## config.mk

```make
export PLATFORM = sky130hd
export DESIGN_NAME = via_arbiter
export DESIGN_NICKNAME = d
export VERILOG_FILES = /design/src/verilog/via_pkg.sv /design/src/verilog/via_arbiter.sv
export SDC_FILE = /design/constraint.sdc
export NUM_CORES = 1
export LEC_CHECK = 0
export BUFFER_PORTS_ARGS = -buffer_cell sky130_fd_sc_hd__clkbuf_2
export CAP_MARGIN = 20
export CORE_MARGIN = 4
export CORE_UTILIZATION = 57
export CTS_BUF_LIST = sky130_fd_sc_hd__clkbuf_4 sky130_fd_sc_hd__clkbuf_8
export CTS_CLUSTER_DIAMETER = 60
export DETAILED_ROUTE_END_ITERATION = 8
export GPL_ROUTABILITY_DRIVEN = 0
export PLACE_DENSITY_LB_ADDON = 0.1
export SLEW_MARGIN = 20
export SYNTH_ARGS = -nofsm -noshare
export SYNTH_HDL_FRONTEND = slang
export SYNTH_SLANG_ARGS = --single-unit
```

## constraint.sdc

```tcl
create_clock -name clk_sys -period 3.8 [get_ports clk_sys]
set_input_delay 0.38 -clock clk_sys [delete_from_list [all_inputs] [get_ports clk_sys]]
set_output_delay 0.38 -clock clk_sys [all_outputs]
set_load 0.02 [all_outputs]
```

## src/verilog/via_pkg.sv

```systemverilog
// package: constants for the vectored interrupt arbiter
package via_pkg;
   localparam int NUM_SRC = 20;
   localparam int NUM_EXT = 6;
   localparam int NUM_INT = 14;
   localparam int RANK_W  = 5;
   localparam int VEC_W   = 16;
   localparam int DATA_W  = 32;
   localparam int ADDR_W  = 12;

   // register byte offsets
   localparam logic [ADDR_W-1:0] OFS_REQ    = 12'h000;
   localparam logic [ADDR_W-1:0] OFS_MASK   = 12'h004;
   localparam logic [ADDR_W-1:0] OFS_PRIO   = 12'h008;
   localparam logic [ADDR_W-1:0] OFS_CTRL   = 12'h00C;
   localparam logic [ADDR_W-1:0] OFS_STATUS = 12'h010;
   localparam logic [ADDR_W-1:0] OFS_VECTOR = 12'h014;

   // reset values
   localparam logic [NUM_SRC-1:0] MASK_RST = 20'hFFFFF;
   localparam logic [NUM_SRC-1:0] PRIO_RST = 20'hFFFFF;
   localparam logic [NUM_SRC-1:0] REQ_RST  = 20'h00000;

   // control fields
   localparam int CTRL_IE_BIT     = 0;
   localparam int CTRL_LVMODE_BIT = 1;
   localparam int CTRL_CARRIER_BIT = 2;

   // status fields
   localparam int ST_PEND_BIT  = 0;
   localparam int ST_HIGH_BIT  = 1;
   localparam int ST_NEST_BIT  = 2;
   localparam int ST_RANK_LSB  = 8;

   // source ranks
   localparam int RK_LVI   = 0;
   localparam int RK_PIN0  = 1;
   localparam int RK_SBERR = 7;
   localparam int RK_SBRX  = 8;
   localparam int RK_SBTX  = 9;
   localparam int RK_CSTX  = 10;
   localparam int RK_HT1   = 11;
   localparam int RK_HT0   = 12;
   localparam int RK_BTA   = 13;
   localparam int RK_WCA   = 14;
   localparam int RK_WCB   = 15;
   localparam int RK_AD    = 16;
   localparam int RK_SARX  = 17;
   localparam int RK_BTB   = 18;
   localparam int RK_IIC   = 19;

   localparam logic [VEC_W-1:0] VEC_RESET = 16'h0000;
   localparam logic [VEC_W-1:0] VEC_BREAK = 16'h003E;

   // vector table per rank
   function automatic logic [VEC_W-1:0] via_vector(input logic [RANK_W-1:0] rk);
      logic [VEC_W-1:0] v;
      v = 16'h0000;
      unique case (rk)
         5'h00: v = 16'h0004;
         5'h01: v = 16'h0006;
         5'h02: v = 16'h0008;
         5'h03: v = 16'h000A;
         5'h04: v = 16'h000C;
         5'h05: v = 16'h000E;
         5'h06: v = 16'h0010;
         5'h07: v = 16'h0012;
         5'h08: v = 16'h0014;
         5'h09: v = 16'h0016;
         5'h0A: v = 16'h0018;
         5'h0B: v = 16'h001A;
         5'h0C: v = 16'h001C;
         5'h0D: v = 16'h001E;
         5'h0E: v = 16'h0020;
         5'h0F: v = 16'h0022;
         5'h10: v = 16'h0024;
         5'h11: v = 16'h0026;
         5'h12: v = 16'h002A;
         5'h13: v = 16'h0034;
         default: v = VEC_RESET;
      endcase
      return v;
   endfunction

   typedef enum logic [1:0] {
      VIA_IDLE,
      VIA_OFFER,
      VIA_SERVE
   } via_state_t;
endpackage

```

## src/verilog/via_arbiter.sv

```systemverilog
// vectored interrupt arbiter with apb register access
//
// Functional notes
// - priority bit picks high or low group
// - high request nests over low service
// - equal group resolved by rank 0..19
// - unmasked request raises standby release
// - six pin and fourteen internal sources
// - break taken even when disabled
// - break ignores priority, vector 003EH
// - pins ranks 1..6, vectors 0006H..0010H
// - low voltage rank 0 when mode clear
// - low voltage resets when mode set
// - serial b error, rx, tx ranks 7..9
// - clocked serial or tx a share rank 10
// - h timers and timer a ranks 11..13
// - wide channel a rank 14, 0020H
// - wide channel b rank 15, 0022H
// - conversion done rank 16, 0024H
// - serial a rx or error rank 17
// - timer b or carrier on rank 18
// - two wire done rank 19, 0034H
// - all resets use start vector
// - flag sets on event, clears on ack
// - shared bit set by either source
//
// Register access over APB and the placing of the registers were left to the implementer.
`timescale 1ns/1ps
`default_nettype none
module via_arbiter
   import via_pkg::*;
(
   input  wire logic                 clk_sys,
   input  wire logic                 rst,
   input  wire logic [ADDR_W-1:0]    paddr,
   input  wire logic                 psel,
   input  wire logic                 penable,
   input  wire logic                 pwrite,
   input  wire logic [DATA_W-1:0]    pwdata,
   output logic [DATA_W-1:0]         prdata,
   output logic                      pready,
   output logic                      pslverr,
   input  wire logic [NUM_EXT-1:0]   pin_edge_irq_0_to_5,
   input  wire logic                 low_voltage_irq,
   input  wire logic                 serial_b_rx_error_irq,
   input  wire logic                 serial_b_rx_done_irq,
   input  wire logic                 serial_b_tx_done_irq,
   input  wire logic                 clocked_serial_done_irq,
   input  wire logic                 serial_a_tx_done_irq,
   input  wire logic                 h_timer_one_match_irq,
   input  wire logic                 h_timer_zero_match_irq,
   input  wire logic                 byte_timer_a_match_irq,
   input  wire logic                 wide_timer_ch_a_irq,
   input  wire logic                 wide_timer_ch_b_irq,
   input  wire logic                 conversion_done_irq,
   input  wire logic                 serial_a_rx_irq,
   input  wire logic                 byte_timer_b_match_irq,
   input  wire logic                 carrier_timer_irq,
   input  wire logic                 two_wire_done_irq,
   input  wire logic                 software_break_instruction,
   input  wire logic                 reset_pin_req,
   input  wire logic                 power_on_clear,
   input  wire logic                 watchdog_overflow_reset,
   input  wire logic                 cpu_ack,
   input  wire logic                 cpu_reti,
   output logic                      irq_req,
   output logic [VEC_W-1:0]          irq_vector,
   output logic                      standby_release,
   output logic                      reset_req
);

   // ----------------------------------------
   // pin synchronisers
   // ----------------------------------------
   logic [NUM_EXT-1:0] pin_s1_r;
   logic [NUM_EXT-1:0] pin_s2_r;
   logic [NUM_EXT-1:0] pin_s3_r;
   logic [NUM_EXT-1:0] pin_rise;

   always_ff @(posedge clk_sys or posedge rst) begin
      if (rst) begin
         pin_s1_r <= '0;
         pin_s2_r <= '0;
         pin_s3_r <= '0;
      end else begin
         pin_s1_r <= pin_edge_irq_0_to_5;
         pin_s2_r <= pin_s1_r;
         pin_s3_r <= pin_s2_r;
      end
   end

   // ----------------------------------------
   // registers
   // ----------------------------------------
   logic [NUM_SRC-1:0] req_r;
   logic [NUM_SRC-1:0] mask_r;
   logic [NUM_SRC-1:0] prio_r;
   logic               ie_r;
   logic               lv_mode_r;
   logic               carrier_r;
   logic [NUM_SRC-1:0] event_v;
   logic [NUM_SRC-1:0] req_nxt;
   logic               wr_en;
   logic               rd_en;

   assign wr_en = psel && penable && pwrite;
   assign rd_en = psel && penable && !pwrite;

   // ----------------------------------------
   // source events
   // ----------------------------------------
   always_comb begin
      event_v = '0;
      event_v[RK_PIN0 +: NUM_EXT] = pin_rise;
      event_v[RK_LVI] = low_voltage_irq && !lv_mode_r;
      event_v[RK_SBERR] = serial_b_rx_error_irq;
      event_v[RK_SBRX]  = serial_b_rx_done_irq;
      event_v[RK_SBTX]  = serial_b_tx_done_irq;
      event_v[RK_CSTX]  = clocked_serial_done_irq || serial_a_tx_done_irq;
      event_v[RK_HT1]   = h_timer_one_match_irq;
      event_v[RK_HT0]   = h_timer_zero_match_irq;
      event_v[RK_BTA]   = byte_timer_a_match_irq;
      event_v[RK_WCA]   = wide_timer_ch_a_irq;
      event_v[RK_WCB]   = wide_timer_ch_b_irq;
      event_v[RK_AD]    = conversion_done_irq;
      event_v[RK_SARX]  = serial_a_rx_irq;
      event_v[RK_BTB]   = carrier_r ? carrier_timer_irq : byte_timer_b_match_irq;
      event_v[RK_IIC]   = two_wire_done_irq;
   end

   genvar gi;
   generate
      for (gi = 0; gi < NUM_EXT; gi++) begin : g_pin
         assign pin_rise[gi] = pin_s2_r[gi] && !pin_s3_r[gi];
      end
   endgenerate

   // ----------------------------------------
   // arbitration
   // ----------------------------------------
   logic [NUM_SRC-1:0] elig;
   logic [NUM_SRC-1:0] elig_hi;
   logic               win_vld;
   logic               win_hi;
   logic [RANK_W-1:0]  win_rank;
   logic               isp_hi_r;
   logic               isp_lo_r;
   via_state_t         state_r;
   logic [RANK_W-1:0]  sel_rank_r;
   logic               sel_hi_r;
   logic               sel_brk_r;

   function automatic logic [RANK_W-1:0] first_set(input logic [NUM_SRC-1:0] v);
      logic [RANK_W-1:0] r;
      r = '0;
      for (int i = NUM_SRC - 1; i >= 0; i--) begin
         if (v[i]) begin
            r = RANK_W'(i);
         end
      end
      return r;
   endfunction

   always_comb begin
      elig = req_r & ~mask_r & {NUM_SRC{ie_r}};
      elig_hi = elig & ~prio_r;
      win_hi  = |elig_hi;
      win_vld = win_hi ? !isp_hi_r : ((|elig) && !isp_hi_r && !isp_lo_r);
      win_rank = win_hi ? first_set(elig_hi) : first_set(elig);
   end

   // clear on acknowledge of the offered source
   logic [NUM_SRC-1:0] clr_v;
   always_comb begin
      clr_v = '0;
      if (state_r == VIA_OFFER && cpu_ack && !sel_brk_r) begin
         clr_v[sel_rank_r] = 1'b1;
      end
   end

   always_comb begin
      req_nxt = req_r & ~clr_v;
      if (wr_en && paddr == OFS_REQ) begin
         req_nxt = pwdata[NUM_SRC-1:0];
      end
      req_nxt = req_nxt | event_v;
   end

   always_ff @(posedge clk_sys or posedge rst) begin
      if (rst) begin
         req_r <= REQ_RST;
      end else begin
         req_r <= req_nxt;
      end
   end

   always_ff @(posedge clk_sys or posedge rst) begin
      if (rst) begin
         mask_r    <= MASK_RST;
         prio_r    <= PRIO_RST;
         ie_r      <= 1'b0;
         lv_mode_r <= 1'b0;
         carrier_r <= 1'b0;
      end else if (wr_en) begin
         if (paddr == OFS_MASK) begin
            mask_r <= pwdata[NUM_SRC-1:0];
         end
         if (paddr == OFS_PRIO) begin
            prio_r <= pwdata[NUM_SRC-1:0];
         end
         if (paddr == OFS_CTRL) begin
            ie_r      <= pwdata[CTRL_IE_BIT];
            lv_mode_r <= pwdata[CTRL_LVMODE_BIT];
            carrier_r <= pwdata[CTRL_CARRIER_BIT];
         end
      end
   end

   // ----------------------------------------
   // offer and service state
   // ----------------------------------------
   always_ff @(posedge clk_sys or posedge rst) begin
      if (rst) begin
         state_r    <= VIA_IDLE;
         sel_rank_r <= '0;
         sel_hi_r   <= 1'b0;
         sel_brk_r  <= 1'b0;
         irq_req    <= 1'b0;
         irq_vector <= VEC_RESET;
         isp_hi_r   <= 1'b0;
         isp_lo_r   <= 1'b0;
      end else begin
         unique case (state_r)
            VIA_IDLE, VIA_SERVE: begin
               if (cpu_reti) begin
                  if (isp_hi_r) begin
                     isp_hi_r <= 1'b0;
                  end else begin
                     isp_lo_r <= 1'b0;
                  end
               end
               if (software_break_instruction) begin
                  state_r    <= VIA_OFFER;
                  sel_brk_r  <= 1'b1;
                  irq_req    <= 1'b1;
                  irq_vector <= VEC_BREAK;
               end else if (win_vld && !cpu_reti) begin
                  state_r    <= VIA_OFFER;
                  sel_brk_r  <= 1'b0;
                  sel_rank_r <= win_rank;
                  sel_hi_r   <= win_hi;
                  irq_req    <= 1'b1;
                  irq_vector <= via_vector(win_rank);
               end
            end
            VIA_OFFER: begin
               if (cpu_ack) begin
                  irq_req <= 1'b0;
                  state_r <= VIA_SERVE;
                  if (!sel_brk_r) begin
                     if (sel_hi_r) begin
                        isp_hi_r <= 1'b1;
                     end else begin
                        isp_lo_r <= 1'b1;
                     end
                  end
               end
            end
         endcase
      end
   end

   // ----------------------------------------
   // standby and reset outputs
   // ----------------------------------------
   always_ff @(posedge clk_sys or posedge rst) begin
      if (rst) begin
         standby_release <= 1'b0;
         reset_req       <= 1'b0;
      end else begin
         standby_release <= |(req_r & ~mask_r);
         reset_req <= (low_voltage_irq && lv_mode_r) || reset_pin_req
                      || power_on_clear || watchdog_overflow_reset;
      end
   end

   // ----------------------------------------
   // apb slave
   // ----------------------------------------
   always_ff @(posedge clk_sys or posedge rst) begin
      if (rst) begin
         prdata  <= '0;
         pready  <= 1'b0;
         pslverr <= 1'b0;
      end else begin
         pready  <= psel && !penable;
         pslverr <= 1'b0;
         prdata  <= '0;
         if (psel && !penable && !pwrite) begin
            unique case (paddr)
               OFS_REQ:    prdata <= DATA_W'(req_r);
               OFS_MASK:   prdata <= DATA_W'(mask_r);
               OFS_PRIO:   prdata <= DATA_W'(prio_r);
               OFS_CTRL:   prdata <= DATA_W'({carrier_r, lv_mode_r, ie_r});
               OFS_STATUS: prdata <= DATA_W'({win_rank, 5'h00, isp_lo_r, isp_hi_r, irq_req});
               OFS_VECTOR: prdata <= DATA_W'(irq_vector);
               default:    prdata <= '0;
            endcase
         end
      end
   end

   // ----------------------------------------
   // checks
   // ----------------------------------------
   property p_req_clr;
      @(posedge clk_sys) disable iff (rst)
      (state_r == VIA_OFFER && cpu_ack && !sel_brk_r && !event_v[sel_rank_r]
       && !(wr_en && paddr == OFS_REQ))
      |=> !req_r[$past(sel_rank_r)];
   endproperty
   a_req_clr: assert property (p_req_clr) else $error("flag not cleared on ack");

   property p_brk_vec;
      @(posedge clk_sys) disable iff (rst)
      (state_r != VIA_OFFER && software_break_instruction) |=> irq_req && irq_vector == VEC_BREAK;
   endproperty
   a_brk_vec: assert property (p_brk_vec) else $error("break vector wrong");

   property p_mask_gate;
      @(posedge clk_sys) disable iff (rst)
      (state_r != VIA_OFFER && !software_break_instruction && !ie_r) |=> !irq_req;
   endproperty
   a_mask_gate: assert property (p_mask_gate) else $error("offer while disabled");

   property p_nest;
      @(posedge clk_sys) disable iff (rst)
      (state_r == VIA_SERVE && isp_lo_r && !isp_hi_r && win_hi && !cpu_reti
       && !software_break_instruction) |=> irq_req && sel_hi_r;
   endproperty
   a_nest: assert property (p_nest) else $error("high not nested");

   property p_shared;
      @(posedge clk_sys) disable iff (rst)
      serial_a_tx_done_irq |=> req_r[RK_CSTX];
   endproperty
   a_shared: assert property (p_shared) else $error("shared bit not set");

   property p_lvreset;
      @(posedge clk_sys) disable iff (rst)
      (low_voltage_irq && lv_mode_r) |-> !event_v[RK_LVI] ##1 reset_req;
   endproperty
   a_lvreset: assert property (p_lvreset) else $error("lv reset missing");

   property p_pin;
      @(posedge clk_sys) disable iff (rst)
      $rose(pin_s2_r[0]) |=> req_r[RK_PIN0];
   endproperty
   a_pin: assert property (p_pin) else $error("pin edge lost");

   property p_wake;
      @(posedge clk_sys) disable iff (rst)
      (req_r[RK_AD] && !mask_r[RK_AD]) |=> standby_release;
   endproperty
   a_wake: assert property (p_wake) else $error("no standby release");

   c_brk:  cover property (@(posedge clk_sys) disable iff (rst) software_break_instruction ##1 irq_req);
   c_nest: cover property (@(posedge clk_sys) disable iff (rst) isp_lo_r && isp_hi_r);
   c_ack:  cover property (@(posedge clk_sys) disable iff (rst) irq_req && cpu_ack);

endmodule
`default_nettype wire

```

==> After elaboration in Yosys (flattened, before gate mapping) <==
Memories as Yosys holds them, arrays and structs flattened.
Index checks and enable logic that the tools add are counted.
Widths: inputs -> output; s select.
{ "word_totals": {"register_bits": 144, "romBits": 160, "input_bits": 77, "output_inout_bits": 53, "mem_count": 1} }
{ "op_classes": {"magnitude_cmp": 2, "n_eq_ne": 14, "n_mux": 72, "bitwise_logic": 9, "n_reduce_logical": 51} }
{ "mem_list": {"columns": ["memory", "words", "width", "read_ports", "rd_ports_with_merged_regs", "wr", "line_no", "text"], "rows": [
  ["(name not given)", 32, 5, 1, 0, 0, "via_pkg.sv:59", "unique case (rk)"]
]} }
{ "ops": {"columns": ["operator", "count"], "rows": [
  ["$mux 5", 41],
  ["$pmux 20 s6", 1],
  ["$and 20x20->20", 4],
  ["$mux 20", 3],
  ["$not 20->20", 3],
  ["$reduce_or 20->1", 3],
  ["$mux 16", 2],
  ["$eq 12x4->1 const B", 2],
  ["$eq 12x5->1 const B", 2],
  ["$or 20x20->20", 1],
  ["$logic_and 1x1->1", 19],
  ["$mux 1", 17],
  ["$logic_not 1->1", 13],
  ["$eq 12x3->1 const B", 1],
  ["$logic_not 12->1", 1],
  ["$ne 2x2->1 const B", 6],
  ["$reduce_and 2->1", 5],
  ["$lt 5x6->1 const B", 1],
  ["$mux 2", 3],
  ["$pmux 1 s2", 3],
  ["$demux 1 s5", 1],
  ["$ge 5x1->1 const B", 1],
  ["$reduce_and 5->1", 1],
  ["$logic_or 1x1->1", 4],
  ["other kinds (10)", 10]
]} }

==> Logic depth before layout (Yosys ltp) <==
Gate-level depths: netlist (run 1).
An unclocked memory read counts as a cell.
{ "depth": {"depth_word": 28, "ltp_mapped": 12, "mapped_depth_nobuf": 10} }

==> Least setup slack after synthesis (run 1) <==
Ideal clock, no wire load.
{ "synth_path": {"kind": "register -> register", "startpoint": "register mask_r[2]", "endpoint": "register irq_vector[4]", "arrival_time_ps": 2600, "path_slack_ps": 1118, "stages_incl_launch_ff": 11, "n_path_buf": 0, "synth_period_minus_slack_ps": 2682, "cell_sequence": "dfstp_2 -> and4bb_4 -> nor4_4 -> and3_4 -> nand3_2 -> or3b_4 -> nand2_1 -> ha_1 -> inv_1 -> mux2_1 -> a31oi_1"} }
{ "synth_via": {"elab_chain_len": 11, "elab_cells_between_ends": 22} }
{ "synth_rtl": {"columns": ["item", "line_no", "text"], "rows": [
  ["start, declared", "via_arbiter.sv:96", "logic [NUM_SRC-1:0] mask_r;"],
  ["start signal, assigned", "via_arbiter.sv:206", "mask_r <= pwdata[NUM_SRC-1:0];"],
  ["$not 20->20 *", "via_arbiter.sv:165", "elig = req_r & ~mask_r & {NUM_SRC{ie_r}};"],
  ["$and 20x20->20 * (2 in a row)", "via_arbiter.sv:165", null],
  ["$and 20x20->20", "via_arbiter.sv:166", "elig_hi = elig & ~prio_r;"],
  ["$mux 5 (3 in a row)", "via_arbiter.sv:157", "if (v[i]) begin"],
  ["$mux 5 *", "via_arbiter.sv:169", "win_rank = win_hi ? first_set(elig_hi) : first_set(elig);"],
  ["named net win_rank[1]", "via_arbiter.sv:145", "logic [RANK_W-1:0] win_rank;"],
  ["$mem_v2 32x5 *", null, null],
  ["$mux 16 *", "via_arbiter.sv:247", "end else if (win_vld && !cpu_reti) begin"],
  ["$mux 16 *", "via_arbiter.sv:242", "if (software_break_instruction) begin"],
  ["end signal, assigned", "via_arbiter.sv:253", "irq_vector <= via_vector(win_rank);"],
  ["end, declared", "via_arbiter.sv:67", "output logic [VEC_W-1:0] irq_vector,"]
]} }
Mark *: on every way through the listed nets, which the timed path passes. The rest lies on a longest branch. The select of a mux whose other input is x is not followed.
A chain may end at the register's enable or synchronous reset.

==> Worst setup path after layout (run 1) <==
{ "layout_path": {"startpoint": "register ie_r", "endpoint": "register irq_vector[4]"} }
{ "layout_via": {"elab_chain_len": 26, "elab_cells_between_ends": 54} }
{ "layout_rtl": {"columns": ["item", "line_no", "text"], "rows": [
  ["start, declared", "via_arbiter.sv:98", "logic ie_r;"],
  ["start signal, assigned", "via_arbiter.sv:212", "ie_r <= pwdata[CTRL_IE_BIT];"],
  ["$and 20x20->20 *", "via_arbiter.sv:165", null],
  ["$and 20x20->20", "via_arbiter.sv:166", null],
  ["$mux 5 (20 in a row)", "via_arbiter.sv:157", null],
  ["$mux 5 *", "via_arbiter.sv:169", null],
  ["named net win_rank[1]", "via_arbiter.sv:145", null],
  ["$mem_v2 32x5 *", null, null],
  ["$mux 16 *", "via_arbiter.sv:247", null],
  ["$mux 16 *", "via_arbiter.sv:242", null]
]} }
Marks and branches as above.

==> impl_metrics.yaml, run 1 <==
synthesis:
  syn_area_sq_um: 6390
  avgSynthCellArea_sq_um: 10.4
  synth.top_cell.area_share_pct: 31.3
  synth.distinct_cells: 79
  yosys_register_bits: 120
  yosysWarnings: 0
  netlist_instances: 615
  seq_area_frac_synth_pct: 47.8
  synth_ff_type: "dfrtp_1"
  synth_edf_count: 0
  netlist_top_cells_area: "dfrtp_1 (31%), dfstp_2 (16%), mux2_2 (7.2%), nor2_1 (4.3%), buf_4 (2.9%)"
  async_flop_share_pct: 100
  yosysTopAreaCell: "dfrtp_1"
clock_tree:
  cts_buffers: 17
  ctsResizeCount: 0
  worstSkewPairLatency_ns: 0.45
  holdBufCountCts: 0
  htree_num_levels: 4
  cts.sinks: 120
  clk_pin_slew_ns: 0.08
  cts_root_buffer: "clkbuf_8"
  postCtsSetupBuffers: 0
  clockBufferDepth: 2
  cts_tree: "built"
placed_design:
  place_ws_ns: 0.550
  dp.cells: 826
  place_hpwl_mm: 12.6
  port_buffers: 93
  placed_cell_area_sq_um: 6900
routing:
  finalWirelength_mm: 17.2
  first_iter_violations: 496
  antenna_left: 0
  route.detailed.drc: 0
  drt-vias-per-instance: 6.22
  wl_per_cell_um: 20.0
  num_vias: 5338
  firstDrtPassIters: 5
global_route:
  antenna_found_initial: 1
  grt_pass1_wl_mm: 27.6
  grt_max_degree: 72
  grt_usage_pct: 27.6
  grt_overflow: 0
  grt_pass1_vias: 5339
power_and_ir_drop:
  vdd_ir_drop_max_mv: 0.246
  p_per_area_nw_per_um2: 384
  finalPower_mw: 2.83
  p_leak_nw: 3.17
floorplanning:
  die_h_um: 114
  dieArea_sq_um: 13000
  core_sq_um: 10900
  fp.dieW_um: 114
  row_count: 38
  initial_core_util_pct: 58.7
  ios: 130
sta:
  fmax_mhz: 310
  hold_ws_ns: -0.00325
  finalCritPeriodShare_pct: 84.8
  clock_skew_ns: 0.0174
  hold_viol: 5
  setup_viol: 0
  setup_slack_ns: 0.577
  slew_violations: 0
  setup_tns_ns: 0
  fin_crit_ns: 3.22
  worst_pin_slew_ns: 0.812
  slew_headroom_pct: 45.9
  rsz0062_at_grt: "no"
layout:
  seq_area_sq_um: 3050
  antenna_cells: 0
  nets: 787
  stdcell_count: 858
  finalInstanceArea_sq_um: 7360
  synthToLayoutAreaGrowth_pct: 15.2
  final_util_pct: 67.6
  final_cell_mix: "clkbuf_2 (93), dfrtp_1 (80), nor2_1 (74)"
  layout_commonest_cell: "clkbuf_2"
  fill_cells: 859
  multi_input_area_sq_um: 3030
  post_route_cells_drive_above_1_share_pct: 33.7
setup_path:
  crit_path_cell_trace: "and4bb_2 -> nor4_1 -> nand3_2 -> or3b_4 -> nand2_1 -> ha_1 -> inv_1 -> mux2_1 -> a31oi_1"
  cp.arrival_ns: 3.59
  critical_path.max_stage_delay_ns: 0.66
  cp-end-kind: "flip-flop"
  cp.required_ns: 4.17
  critPathMaxFanout: 26
  crit_type: "reg2reg"
  slowest_stage: "dfrtp_1"
  critPathLaunchType: "flip-flop"
status:
  status: "finished, violations left"
  violations: "negative hold slack"
min_path:
  hold_class: "in2async"
flow_run:
  drv_cap: 0
## layout make-up
class,count,share of cell area (%)
multi-input combinational,443,41.2
inverter,21,1.10
clock inverter,10,2.26
tap,140,2.38
sequential,120,41.5
clock buffer,22,4.03
timing repair buffer,102,7.58
## path summary, 6_finish.rpt
| check | from | end | slack (ns) | depth (start not counted) |
|---|---|---|---|---|
| max | ie_r | irq_vector[4] | 0.58 | 9 |
| min | rst | pin_s2_r[2] | -0.003 | 2 |
| max reg2reg | ie_r | irq_vector[4] | 0.58 | 9 |
| min reg2reg | pin_s1_r[2] | pin_s2_r[2] | 0.35 | 0 |
| max in group asynchronous | rst | mask_r[18] | 2.99 | 3 |
| min in group clk_sys | pin_edge_irq_0_to_5[3] | pin_s1_r[3] | 0.04 | 1 |
## cells in the mapped netlist, drive strengths merged (9+ instances only)
library cell / instances
clkbuf: 19
mux2: 45
nand2: 32
inv: 20
nand3: 13
dfstp: 40
o21ai: 35
dfrtp: 80
nor2: 74
a21oi: 18
mux2i: 9
nand2b: 17
a211o: 12
buf: 35
a31oi: 12
nor2b: 17
a22oi: 14
nor4bb: 10
## worst max-delay path: cells and delay by family, from the launching register on
family,cells,cell delay (ns)
fa+ha+maj,1,0.19
compound gates,1,0.16
flops,1,0.66
buf+inv,1,0.04
mux,1,0.28
simple gates,5,1.81
## cell families (layout without fill, tap and decap cells)
kind of cell | count (synthesis) | in the layout | synth area share [%]
and+or+nand+nor | 216 | 216 | 19.4
DFF | 120 | 120 | 47.8
muxes | 54 | 54 | 9.46
adders and majority gates | 5 | 5 | 0.979
other | 1 | 24 | 0.0587
AOI/OAI and AO/OA | 144 | 144 | 16.1
buffers and inverters | 75 | 155 | 6.28
## registers in the layout, indices dropped and copies added, names as in the netlist
name,flops
standby_release,1
mask_r,20
lv_mode_r,1
pready,1
ie_r,1
carrier_r,1
pin_s1_r,6
sel_brk_r,1
req_r,20
isp_hi_r,1
sel_rank_r,5
pin_s2_r,6
prio_r,20
pin_s3_r,6
reset_req,1
state_r,2
isp_lo_r,1
irq_vector,5
prdata,20
sel_hi_r,1
## layer usage
layer	GRT usage, %	share of wire [%]
met1	37.8	43
met3	6.95	10
met2	41.9	44
met5	0	0.076
met4	11.7	3.1
## power by group
group / internal, mW / switching (mW) / leakage, nW
clock network: 0.794 / 0.532 / 0.229
registers: 1.30 / 0.0236 / 1.34
logic: 0.0591 / 0.121 / 1.61
Note: power is estimated with default switching activity, not from simulation.
==> run 2: changes to the inputs <==
- CORE_UTILIZATION: 57 -> 52
- clock period: 3.8 -> 2.6 ns (I/O delays scaled with it)
==> run 2 against run 1 <==
Compared with the run above:
- the run ends with negative setup slack left
- die area is 8.9% higher
- worst hold slack better by 0.022 ns
- count of clock-buffer cells in the layout is 4 lower
- non-clock buffer count is 96 higher
- combinational power is 84% higher
- largest power group is now sequential cells
- critical path type unchanged
- first-iteration DRC count is 5.2% higher
- cell area is 15% higher
==> impl_metrics.yaml, run 2 (synthesis results as in run 1) <==
power_and_ir_drop:
  p_leak_nw: 3.65
  finalPower_mw: 3.94
  clock_power_share_pct: 42.9
  p_seq_share_pct: 48.7
  internal_power_mw: 2.90
  p_per_area_nw_per_um2: 464
  p_switching_mw: 1.04
  vdd_ir_drop_max_mv: 0.504
  combPwrFrac_pct: 8.4
  switching_share_pct: 26.4
setup_path:
  cp.required_ns: 2.97
  cp-end-kind: "flip-flop"
  critPathLaunchType: "flip-flop"
  cp.arrival_ns: 3.18
  crit_type: "reg2reg"
  critPathMaxFanout: 6
  reg2regPathDepth: 14
placed_design:
  place_hpwl_mm: 13.3
  port_buffers: 93
  dp.cells: 890
layout:
  layout_commonest_cell: "clkbuf_2"
  stdcell_count: 961
  antenna_cells: 0
  nets: 883
  post_route_cells_drive_above_1_share_pct: 43.9
  final_cell_mix: "clkbuf_2 (93), dfrtp_1 (79), nor2_1 (72)"
  synthToLayoutAreaGrowth_pct: 32.9
clock_tree:
  cts_tree: "built"
  cts_buffers: 17
  worstSkewPairLatency_ns: 0.47
  clockBufferDepth: 2
  cts.sinks: 120
  cts_root_buffer: "clkbuf_8"
  htree_num_levels: 4
  clk_pin_slew_ns: 0.08
sta:
  slew_violations: 0
  fmax_mhz: 355
  slew_headroom_pct: 57.5
  finalCritPeriodShare_pct: 108
  clock_skew_ns: 0.00831
  hold_viol: 0
  setup_viol: 9
  setup_slack_ns: -0.213
  worst_pin_slew_ns: 0.637
  rsz0062_at_grt: "yes"
  fin_crit_ns: 2.81
status:
  violations: "negative setup slack"
  status: "finished, violations left"
routing:
  route.detailed.drc: 0
  wl_per_cell_um: 20.4
  finalWirelength_mm: 19.6
  num_vias: 5732
  antenna_left: 0
  firstDrtPassIters: 8
  drt-vias-per-instance: 5.96
  first_iter_violations: 522
global_route:
  grt_overflow: 0
  grt_usage_pct: 27.8
  grt_max_degree: 121
  antenna_found_initial: 0
  grt_pass1_vias: 5709
  grt_pass1_wl_mm: 30.6
floorplanning:
  dieArea_sq_um: 14100
  core_sq_um: 12000
  die_h_um: 119
  row_count: 40
  initial_core_util_pct: 53.2
  fp.dieW_um: 119
  ios: 130
min_path:
  min_path_cells: 3
  hold_class: "in2reg"
flow_run:
  drv_cap: 0
[run 2: path summary, 6_finish.rpt]
kind,startpoint,end,slack (ns)
hold reg to reg,pin_s1_r[1],pin_s2_r[1],0.35
min in group asynchronous,rst,pin_s2_r[3],0.52
setup / recovery,ie_r,irq_vector[2],-0.21
hold / removal,pwdata[6],mask_r[6],0.02
max in group asynchronous,rst,prdata[15],1.62
setup reg to reg,ie_r,irq_vector[2],-0.21
[run 2: through the flow]
| step | util [%] | cell area [sq um] | setup TNS [ns] | worst slack [ns] | hold WS [ns] |
|---|---|---|---|---|---|
| after floorplan | - | 6490 | 0 | 0.00774 | 0.291 |
| after global placement | 61.4 | 7370 | -0.0145 | -0.0145 | 0.333 |
| after detailed placement | 61.4 | 7370 | -0.0880 | -0.0799 | 0.335 |
| after CTS | 69.3 | 8320 | -0.597 | -0.0995 | 0.0126 |
| after global routing | 70.7 | 8500 | -1.56 | -0.247 | 0.0331 |
| final | 70.7 | 8500 | -0.916 | -0.213 | 0.0187 |
[run 2: layout make-up]
| type | instances | area [sq um] |
|---|---|---|
| Tap cell | 147 | 184 |
| Timing Repair Buffer | 198 | 1450 |
| Sequential cell | 120 | 3050 |
| Inverter | 21 | 85.1 |
| Clock inverter | 14 | 150 |
| Fill cell | 883 | 3510 |
| Multi-Input combinational cell | 443 | 3330 |
| Clock buffer | 18 | 248 |
[run 2: power groups by stage]
stage	combinational, mW	sequential, mW	clock, mW
detailed placement	0.288	1.95	0
CTS	0.321	1.92	1.70
finish	0.332	1.92	1.69
global placement	0.282	1.95	0
floorplan	0.184	1.96	0
global route	0.361	1.92	1.79
[run 2: what timing repair did]
| action | in CTS | in global routing |
|---|---|---|
| pin swaps | 13 | 16 |
| hold buffers | 23 | 0 |
| buffers inserted | 11 | 7 |
| hold endpoints to repair | 41 | 0 |
| setup endpoints to repair | 5 | 15 |
| gates resized for setup | 37 | 39 |
| gates cloned | 2 | 0 |
[run 2: layer usage]
| metal | up-vias | GRT usage (%) | part of all wire, % |
|---|---|---|---|
| met1 | 2808 | 37.8 | 42 |
| li1 | 2578 | - | - |
| met5 | - | 0 | 0 |
| met4 | 0 | 13.0 | 3.8 |
| met2 | 287 | 42.5 | 46 |
| met3 | 59 | 6.27 | 8.0 |
[run 2: worst max-delay path, cell delays in order (launching register included)]
cell	delay, ns
dfrtp_2	0.46
clkbuf_16	0.18
and4bb_4	0.21
buf_6	0.11
nor4_4	0.30
and3_4	0.25
nand3_4	0.06
buf_6	0.13
a211oi_4	0.27
nor2_4	0.08
buf_4	0.14
ha_2	0.17
inv_1	0.06
a21oi_1	0.06
a21oi_1	0.22
==> run 3: changes to the inputs <==
- GPL_ROUTABILITY_DRIVEN: 0 -> not set
- HOLD_SLACK_MARGIN: not set -> 0.02
- SETUP_SLACK_MARGIN: not set -> 0.2
==> run 3 against run 2 <==
Compared with the run above:
- the flow still finishes with violations (negative setup slack)
- register-to-register slack better by 0.13 ns
- cell count grew 1.8%
- routed wire length rose by 2.7%
- setup slack improved by 0.13 ns
- critical endpoint is now irq_vector[4]
- largest power group unchanged
==> impl_metrics.yaml, run 3 (synthesis results as in run 1) <==
sta:
  worst_pin_slew_ns: 0.832
  slew_headroom_pct: 44.4
  finalCritPeriodShare_pct: 103
  slew_violations: 0
  setup_slack_ns: -0.0797
  setup_viol: 5
  rsz0062_at_grt: "yes"
  hold_viol: 0
  fmax_mhz: 373
  clock_skew_ns: 0.00989
  fin_crit_ns: 2.68
power_and_ir_drop:
  p_leak_nw: 3.75
  finalPower_mw: 4.05
  p_per_area_nw_per_um2: 472
  vdd_ir_drop_max_mv: 0.407
global_route:
  grt_max_degree: 45
  grt_usage_pct: 28.8
  grt_overflow: 0
  grt_pass1_wl_mm: 31.1
  antenna_found_initial: 0
  grt_pass1_vias: 5738
setup_path:
  crit_type: "reg2reg"
  critPathLaunchType: "flip-flop"
  worst_r2r_endpoint: "irq_vector[4]"
  cp.required_ns: 2.98
  cp-end-kind: "flip-flop"
  reg2regPathDepth: 12
  cp.arrival_ns: 3.05
  ff2ff_setup_slack_ns: -0.08
  critPathMaxFanout: 7
  reg2reg_from: "ie_r"
floorplanning:
  die_h_um: 119
  dieArea_sq_um: 14100
  core_sq_um: 12000
  ios: 130
  initial_core_util_pct: 53.2
  row_count: 40
  fp.dieW_um: 119
layout:
  post_route_cells_drive_above_1_share_pct: 44.3
  synthToLayoutAreaGrowth_pct: 34.5
  layout_commonest_cell: "clkbuf_2"
  antenna_cells: 0
  final_cell_mix: "clkbuf_2 (93), buf_4 (83), dfrtp_1 (79)"
  finalInstanceArea_sq_um: 8590
  nets: 900
  fill_cells: 936
  final_util_pct: 71.5
clock_tree:
  cts_tree: "built"
  htree_num_levels: 4
  cts_root_buffer: "clkbuf_8"
  clockBufferDepth: 2
  clk_pin_slew_ns: 0.08
  cts.sinks: 120
  worstSkewPairLatency_ns: 0.46
  cts_buffers: 17
routing:
  drt-vias-per-instance: 5.80
  num_vias: 5670
  route.detailed.drc: 0
  wl_met3_mm: 1.65
  wl_per_cell_um: 20.6
  finalWirelength_mm: 20.1
  wl_met2_mm: 9.41
  wl_met1_mm: 8.52
  firstDrtPassIters: 7
  first_iter_violations: 409
  maxUsedRoutingLayer: "met4"
  antenna_left: 0
placed_design:
  place_hpwl_mm: 14.4
  gp_congestion: 0.964
  port_buffers: 93
  place_ws_ns: -0.185
  placed_cell_area_sq_um: 7560
min_path:
  holdPathEnd: "req_r[8]"
  hold_start: "pwdata[8]"
  hold_class: "in2reg"
  min_path_cells: 2
status:
  violations: "negative setup slack"
  status: "finished, violations left"
flow_run:
  drv_cap: 0
[run 3: changes by cell type in the layout (fill, tap and decap cells not counted), sizes merged]
cell / delta
buf: +18
bufbuf: -1
bufinv: +1
clkbuf: -1
clkinvlp: -1
dlygate4sd3: +1
[run 3: stage by stage]
| step | hold WS [ns] | setup TNS [ns] | instances |
|---|---|---|---|
| 2_1_floorplan | 0.291 | 0 | 638 |
| 3_3_place_gp | 0.333 | -0.246 | 909 |
| 3_5_place_dp | 0.336 | -0.409 | 909 |
| 4_1_cts | 0.0253 | -0.172 | 976 |
| 5_1_grt | 0.0315 | -1.20 | 978 |
| 6_report | 0.0451 | -0.190 | 978 |
[run 3: critical path, cell delays in order (launching register included)]
cell	delay (ns)
dfrtp_2	0.44
buf_12	0.16
buf_8	0.12
and4bb_2	0.24
nor2_1	0.22
and3_4	0.25
nand3_4	0.08
or3b_4	0.42
nand2_8	0.11
ha_4	0.13
inv_2	0.03
mux2_4	0.24
a31oi_1	0.13
[run 3: metal layers]
metal  vias to the layer above  GRT usage (%)
met5                         -              0
met4                         0           11.4
met1                      2734           38.2
met3                        40           7.17
met2                       288           45.7
li1                       2608              -
[run 3: area by class of cell]
type | count | area [sq um] | share of cell area (%)
repair buffers | 215 | 1570 | 18.3
clock inverters | 14 | 173 | 2.01
multi-input cells | 443 | 3280 | 38.1
well taps | 147 | 184 | 2.14
flip-flops and latches | 120 | 3050 | 35.5
clock buffers | 18 | 248 | 2.88
inverters | 21 | 82.6 | 0.961
[run 3: how the worst max path moves through the flow]
stage | start | slack (ns) | end
5_1_grt | ie_r | -0.20 | irq_vector[4]
4_1_cts | ie_r | -0.07 | irq_vector[1]
2_1_floorplan | prio_r[1] | 0.09 | irq_vector[4]
6_report | ie_r | -0.08 | irq_vector[4]
3_5_place_dp | ie_r | -0.19 | irq_vector[1]
3_3_place_gp | ie_r | -0.11 | irq_vector[1]
[run 3: what timing repair did]
action / in CTS / in global routing
hold endpoints to repair: 42 / 0
resized for setup: 31 / 29
buffers inserted: 10 / 2
setup endpoints to repair: 15 / 19
pin swaps: 9 / 11
cloned: 1 / 0
hold buffers: 24 / 0
[run 3: power by group]
| part | internal (mW) | switching [mW] | leakage (nW) |
|---|---|---|---|
| clock | 0.975 | 0.812 | 0.198 |
| combinational | 0.134 | 0.211 | 2.22 |
| sequential | 1.90 | 0.0194 | 1.34 |
